## src/hdl/pwp_pkg.sv

```systemverilog
// constants shared by the peripheral write protect controller
// assumes a 32-bit register bus with byte strobes and one clock domain
package pwp_pkg;

   // register byte offsets
   localparam logic [7:0]  OFS_CLEAR_VIEW = 8'h00;
   localparam logic [7:0]  OFS_SET_VIEW   = 8'h04;

   // bit positions of the guarded peripherals in the first instance
   localparam int          BIT_EXT_IRQ_CTRL   = 6;
   localparam int          BIT_REAL_TIME_CNT  = 5;
   localparam int          BIT_WATCHDOG_TIMER = 4;
   localparam int          BIT_CLOCK_GENERATOR = 3;
   localparam int          BIT_SYSTEM_CONTROL = 2;
   localparam int          BIT_POWER_MANAGER  = 1;

   // reset value and implemented bits of the first instance
   localparam logic [31:0] PROT_RESET_0 = 32'h0000_0000;
   localparam logic [31:0] PROT_VALID_0 = 32'h0000_007e;

   // instances below this index have their bus clock on after reset
   localparam int          CLK_ON_INSTANCES = 2;

   // register bus transfer phase
   typedef enum logic [0:0] {
      ph_idle,
      ph_access
   } phase_t;

endpackage

```

## src/hdl/guard_filter.sv

```systemverilog
// decides whether a write from the bridge may reach a peripheral
// assumes the bridge presents one peripheral index per request
`timescale 1ns/10ps
`default_nettype none
module guard_filter
   import pwp_pkg::*;
#(
   parameter int NPERIPH = 32
) (
   // protection state
   input  wire logic [NPERIPH-1:0]         prot,
   // request from the bridge
   input  wire logic                       acc_valid,
   input  wire logic                       acc_write,
   input  wire logic                       acc_debug,
   input  wire logic [$clog2(NPERIPH)-1:0] acc_periph,
   // decision back to the bridge
   output logic                            acc_allow,
   output logic                            acc_error
);

   logic hit;

   // only writes to a protected slot are stopped; debugger passes always
   assign hit       = acc_valid & acc_write & ~acc_debug & prot[acc_periph];
   assign acc_error = hit;
   assign acc_allow = acc_valid & ~hit;

endmodule
`default_nettype wire

```

## src/hdl/peripheral_write_protect.sv

```systemverilog
// peripheral write protect controller, one per bus bridge
// assumes an APB-style slave port with byte strobes, one clock, and a
// bridge that stops a peripheral write whenever acc_allow is low
`timescale 1ns/10ps
`default_nettype none
module peripheral_write_protect
   import pwp_pkg::*;
#(
   parameter int          INSTANCE    = 0,
   parameter int          NPERIPH     = 32,
   parameter logic [31:0] RESET_VALUE = PROT_RESET_0,
   parameter logic [31:0] VALID_MASK  = PROT_VALID_0
) (
   // clock and reset
   input  wire logic                       clk,
   input  wire logic                       rst_b,
   // register port
   input  wire logic                       psel,
   input  wire logic                       penable,
   input  wire logic                       pwrite,
   input  wire logic [7:0]                 paddr,
   input  wire logic [31:0]                pwdata,
   input  wire logic [3:0]                 pstrb,
   output logic [31:0]                     prdata,
   output logic                            pready,
   output logic                            pslverr,
   // bus clock control from the power manager
   input  wire logic                       pm_clk_enable,
   input  wire logic                       pm_clk_disable,
   output logic                            guard_bus_clock,
   // peripheral write check from the bridge
   input  wire logic                       acc_valid,
   input  wire logic                       acc_write,
   input  wire logic                       acc_debug,
   input  wire logic [$clog2(NPERIPH)-1:0] acc_periph,
   output logic                            acc_allow,
   output logic                            acc_error
);

   typedef struct packed {
      phase_t      phase;
      logic [31:0] prot;
      logic [31:0] rdata;
      logic        err;
      logic        clk_on;
   } state_t;

   localparam logic  CLK_RESET = (INSTANCE < CLK_ON_INSTANCES);
   localparam state_t RESET_STATE = '{
      phase:  ph_idle,
      prot:   RESET_VALUE & VALID_MASK,
      rdata:  32'h0000_0000,
      err:    1'b0,
      clk_on: CLK_RESET
   };

   state_t      s;
   state_t      next_s;
   logic        setup;
   logic        access;
   logic        hit_set;
   logic        hit_clr;
   logic [31:0] wbits;

   // expand byte strobes into a bit mask
   function automatic logic [31:0] lane_mask(input logic [3:0] strb);
      lane_mask = {{8{strb[3]}}, {8{strb[2]}}, {8{strb[1]}}, {8{strb[0]}}};
   endfunction

   // decode and write data shared by the setup and access phases
   assign setup   = psel & ~penable;
   assign access  = psel & penable;
   assign hit_set = (paddr == OFS_SET_VIEW);
   assign hit_clr = (paddr == OFS_CLEAR_VIEW);
   assign wbits   = pwdata & lane_mask(pstrb) & VALID_MASK;

   // next state of the whole controller
   always_comb begin
      next_s = s;
      if (pm_clk_enable) begin
         next_s.clk_on = 1'b1;
      end else if (pm_clk_disable) begin
         next_s.clk_on = 1'b0;
      end
      case (s.phase)
         ph_idle: begin
            if (setup) begin
               next_s.phase = ph_access;
               next_s.rdata = 32'h0000_0000;
               next_s.err   = 1'b0;
               if (s.clk_on && !pwrite && (hit_set || hit_clr)) begin
                  next_s.rdata = s.prot;
               end
               if (s.clk_on && pwrite && hit_set && |(wbits & s.prot)) begin
                  next_s.err = 1'b1;
               end
               if (s.clk_on && pwrite && hit_clr && |(wbits & ~s.prot)) begin
                  next_s.err = 1'b1;
               end
            end
         end
         ph_access: begin
            next_s.phase = ph_idle;
            // a refused write changes no bit at all, not even the others
            // zero bits untouched
            if (access && pwrite && s.clk_on && !s.err) begin
               if (hit_set) begin
                  next_s.prot = s.prot | wbits;
               end else if (hit_clr) begin
                  next_s.prot = s.prot & ~wbits;
               end
            end
         end
         default: begin
            next_s.phase = ph_idle;
         end
      endcase
   end

   // single state register, synchronous active low reset
   always_ff @(posedge clk) begin
      if (!rst_b) begin
         s <= RESET_STATE;
      end else begin
         s <= next_s;
      end
   end

   // register port answers; never stalls, so the bridge needs no timeout
   assign pready          = 1'b1;
   assign pslverr         = (s.phase == ph_access) & s.err;
   assign prdata          = s.rdata;
   assign guard_bus_clock = s.clk_on;

   // no sleep input, runs without clock
   guard_filter #(
      .NPERIPH    (NPERIPH)
   ) u_filter (
      .prot       (s.prot[NPERIPH-1:0]),
      .acc_valid  (acc_valid),
      .acc_write  (acc_write),
      .acc_debug  (acc_debug),
      .acc_periph (acc_periph),
      .acc_allow  (acc_allow),
      .acc_error  (acc_error)
   );
endmodule
`default_nettype wire

```

## config.mk

```make
export PLATFORM = sky130hd
export DESIGN_NAME = peripheral_write_protect
export DESIGN_NICKNAME = d
export VERILOG_FILES = /design/src/hdl/pwp_pkg.sv /design/src/hdl/guard_filter.sv /design/src/hdl/peripheral_write_protect.sv
export SDC_FILE = /design/constraint.sdc
export NUM_CORES = 1
export LEC_CHECK = 0
export BUFFER_PORTS_ARGS = -buffer_cell sky130_fd_sc_hd__buf_4
export CORE_AREA = 2 2 42 73
export CTS_BUF_LIST = sky130_fd_sc_hd__clkbuf_4 sky130_fd_sc_hd__clkbuf_8 sky130_fd_sc_hd__clkbuf_16
export DETAILED_ROUTE_END_ITERATION = 12
export DIE_AREA = 0 0 44 75
export PLACE_DENSITY = 0.82
export SYNTH_ARGS = -nofsm -noshare
export SYNTH_HDL_FRONTEND = slang
export SYNTH_SLANG_ARGS = --single-unit
```

## constraint.sdc

```tcl
create_clock -name clk -period 3 [get_ports clk]
set_input_delay 0.6 -clock clk [delete_from_list [all_inputs] [get_ports clk]]
set_output_delay 0.6 -clock clk [all_outputs]
set_load 0.05 [all_outputs]
```

---- Word level (Yosys, flattened, before mapping) ----
Cells that the tools add are included.
word-level totals
  word-level logic and storage cells ...... 55
  bits in writable memories ............... 0
  bits in latches ......................... 0
  register bits ........................... 67
  memory bits (read-only) ................. 0
  input port bits ......................... 59
  output and inout port bits .............. 37
  memories ................................ 0
cells by class
  $lt $le $gt $ge ......................... 1
  $mul .................................... 0
  equality and inequality tests ........... 1
  add/sub/neg operators ................... 0
  shift operators ......................... 0
  bitwise operators ....................... 19
  divide/modulo/power cells ............... 0
  multiplexer cells ....................... 9
  reductions and logical operators ........ 20
operators by type and width
  operator            number
  $mux 32             3
  $and 7x32->32       2
  $reduce_or 32->1    2
  $and 32x32->32      1
  $not 32->32         1
  $not 7->32          1
  $or 32x7->32        1
  $logic_and 1x1->1   10
  $eq 8x3->1 const B  1
  $logic_not 8->1     1
  $and 1x1->1         7
  $and 7x7->7         1
  $lt 5x6->1 const B  1
  $bmux 1 s5          1
  $not 1->1           5
  $mux 1              4
  $reduce_and 3->1    1
  $logic_not 1->1     2
  $pmux 1 s2          1
  $reduce_and 2->1    1
  $reduce_bool 2->1   1
  $reduce_or 2->1     1
  $logic_or 1x1->1    1

---- Logic depth before layout (Yosys ltp) ----
  depth after elaboration ................. 6
  depth in mapped cells ................... 5
  mapped depth without buffers ............ 4

---- Cells and area by module ----
Synthesis repeated with hierarchy kept, for this count alone.
unflattened totals
  cells, all modules ...................... 145
  area, all modules ....................... 1,310.0 um^2
by module, submodules not included
  module                    sequential area each (um^2)  area an instance (um^2)  times used  cells an instance
  peripheral_write_protect  300.3                        963.4                    1           111
  guard_filter              0.0                          346.6                    1           34

---- Worst setup path after synthesis ----
Ideal clock, no wire load.
  path type ............................... input -> output
  start point ............................. input port acc_periph[1]
  end point ............................... output port acc_allow
  path buffers ............................ 0
  required time ........................... 2.400 ns
  setup slack ............................. 0.103 ns
  stages .................................. 4
  arrival ................................. 2.297 ns
  path through ............................ nand2b_1 -> mux4_2 -> nor2_1 -> nor2b_1
on the way
  longest elaborated chain between the ends .. 5
RTL lines
  element                       RTL line                        text
  start: declaration            peripheral_write_protect.sv:35  input wire logic [$clog2(NPERIPH)-1:0] acc_periph,
  $bmux 1 s5                    guard_filter.sv:25              assign hit = acc_valid & acc_write & ~acc_debug & prot[acc_periph];
  $mux 1 (not written as such)  guard_filter.sv:25
  $and 1x1->1                   guard_filter.sv:25
  net acc_error                 peripheral_write_protect.sv:37  output logic acc_error
  $not 1->1                     guard_filter.sv:27              assign acc_allow = acc_valid & ~hit;
  $and 1x1->1                   guard_filter.sv:27
  end: declaration              peripheral_write_protect.sv:36  output logic acc_allow,
The timed path passes the listed nets, and every way through them passes these cells. The select of a mux whose other input is x is not followed.

---- Worst setup path in the final report ----
  start point ............................. input port acc_periph[1]
  end point ............................... output port acc_allow
on the way
  longest elaborated chain between the ends .. 5
RTL lines
  element                       RTL line
  $bmux 1 s5                    guard_filter.sv:25
  $mux 1 (not written as such)  guard_filter.sv:25
  $and 1x1->1                   guard_filter.sv:25
  $not 1->1                     guard_filter.sv:27
  $and 1x1->1                   guard_filter.sv:27
No other way between the ends. The select of a mux whose other input is x is not followed.

==> results.cfg <==
[status]
status = finished clean

[clock_network]
htree_levels = 1
path_clk_slew_ns = 0.06
cts_sinks = 15
cts_max_path_buffers = 2
postCtsHoldBufs = 0
cts_made_buffers = 3
cts_resized = 0
post_cts_buffers = 0
tritoncts = done
insertion_delay_ns = 0.24
cts_root_buffer = clkbuf_8

[cells_and_area]
nFillCells = 290
final_core_util = 0.460
mostFrequentLayoutCells = 39 x buf_4, 27 x conb_1, 17 x nand2_1
drive_above_1_share = 0.318
num_antenna_cells = 0
finalNetCount = 214
mostFrequentLayoutCell = buf_4
areaGrowthSynthToFinish_pct = 20.5

[power]
p_leak_nw = 0.612
p_per_area_nw_per_um2 = 401
peakVddDrop_mv = 0.236

[route]
wl_um = 2060
ant_nets = 0
wire_per_inst_um = 11.4
drc = 0
drtIter0Drc = 28
routed-via-count = 868
drt_first_pass_iters = 5
vias_per_cell = 4.80

[critical_path]
r2r_setup_slack_ns = 1.30
worstPathArrival_ns = 1.72
cp_common_cell = buf_4
critPathLaunchType = input pin
reg2reg_from = guard_bus_clock$_SDFFE_PP1P_
required_ns = 2.40
cp_max_fo = 4
cp_slowest_cell = mux4_2
cp-startpoint = acc_periph[1]
ff2ff_path_depth = 4
crit_buf_inv = 2
critPathKind = input pin to primary output
cp.depth = 6
cp-end-kind = primary output
crit_end = acc_allow
slowest_delay_ns = 0.46
critical_path.cell_chain = buf_4 -> nand2b_1 -> mux4_2 -> nor2_1 -> nor2b_1 -> buf_4
crit_family = multiplexers

[global_route]
grt_pass1_wl_um = 3310
grt.total_usage = 0.134
grt_antenna_before_repair = 0
grt_pass1_vias = 778
grt_max_degree = 11
overflow = 0

[timing]
skew_ns = 0.00348
fmax_ghz = 0.431
fin_crit_sh = 0.774
fin_ws_ns = 0.678
drv_slew = 0
fin_crit_ns = 2.32
rsz0062_at_grt = no
finalSetupViolations = 0
setup-tns-final_ns = 0
hold_viol = 0

[synth]
synth_seq_cells = 15
synthFlopType = dfxtp_1
synth_cell_types = 30
syn_avg_cell_area_um2 = 8.49
yosys_warnings = 0
syn_inst = 121
async_flop_share = 0
synth_seq_area_share = 0.292
synthesis.area_um2 = 1030
synth_edf_count = 0

[floorplanning]
start_util = 0.382
die_area_um2 = 3300
fp.dieH_um = 75
rows = 25
coreArea_um2 = 2690
die_w_um = 44
ios = 96

[run]
cap_viol_max_count = 0

[place]
dp_hpwl_um = 1740
place_congestion = 0.815
dpl_worst_slack_ns = 0.679
io_buffers = 39

[min_path]
hp-class = flip-flop to flip-flop
## worst min-delay path by stage
stage	startpoint	to	slack (ns)	cells after the start
after floorplan	s[1]$_SDFFE_PN0P_	s[1]$_SDFFE_PN0P_	0.44	2
after global placement	s[1]$_SDFFE_PN0P_	s[1]$_SDFFE_PN0P_	0.46	2
after detailed placement	s[1]$_SDFFE_PN0P_	s[1]$_SDFFE_PN0P_	0.46	2
after CTS	s[1]$_SDFFE_PN0P_	s[1]$_SDFFE_PN0P_	0.47	2
after global routing	s[1]$_SDFFE_PN0P_	s[1]$_SDFFE_PN0P_	0.52	2
final	s[1]$_SDFFE_PN0P_	s[1]$_SDFFE_PN0P_	0.47	2
## where the power goes
| part | internal [mW] | switching, mW |
|---|---|---|
| combinational | 0.0329 | 0.101 |
| clock | 0.0918 | 0.0693 |
| sequential | 0.200 | 0.000732 |
| total | 0.325 | 0.171 |
## final cells by class
cell class,instances,area (um2),area share
Inverter,6,22.5,0.0182
Multi-Input combinational cell,90,542,0.438
Clock inverter,1,5.00,0.00404
Clock buffer,3,41.3,0.0334
Tap cell,27,33.8,0.0273
Timing Repair Buffer,39,293,0.237
Sequential cell,15,300,0.243
## per-stage QoR
stage          total power, mW  area [um2]  instances  hold slack [ns]
5_1_grt                  0.517        1240        181            0.515
6_report                 0.496        1240        181            0.465
4_1_cts                  0.499        1240        181            0.471
3_5_place_dp             0.338        1190        177            0.462
2_1_floorplan            0.329        1120        146            0.441
3_3_place_gp             0.338        1190        177            0.456
## cells in the mapped netlist (2+ instances only)
master / n / area share
nor2_1: 8 / 0.029
a22oi_1: 7 / 0.051
buf_4: 33 / 0.24
conb_1: 2 / 0.0073
nor4_4: 2 / 0.041
nand2b_1: 2 / 0.012
nor2b_1: 2 / 0.012
dfxtp_1: 15 / 0.29
nand2_1: 17 / 0.062
mux2i_1: 8 / 0.078
nand3_1: 2 / 0.0097
inv_1: 5 / 0.018
## logic make-up after synthesis
logic type,Yosys count,synth area share
mux,9,0.0999
compound gates,13,0.0974
simple gates,41,0.231
other cells,2,0.00731
buf+inv,41,0.272
flops,15,0.292
## worst register-to-register path, cell delays in order, from the launching register on
cell and delay [ns]:
dfxtp_1 0.34, or4b_4 0.52, nor4_4 0.46, nand2_1 0.12, mux2i_1 0.14
## layer usage
metal  vias to the layer above  track usage  wire [um]
met4                         0       0.0673         32
met1                       395        0.131        700
met5                         -            0          0
met3                         4       0.0288        183
met2                        51        0.253       1150
li1                        418            -          -
Power figures use the tool's default switching activity.
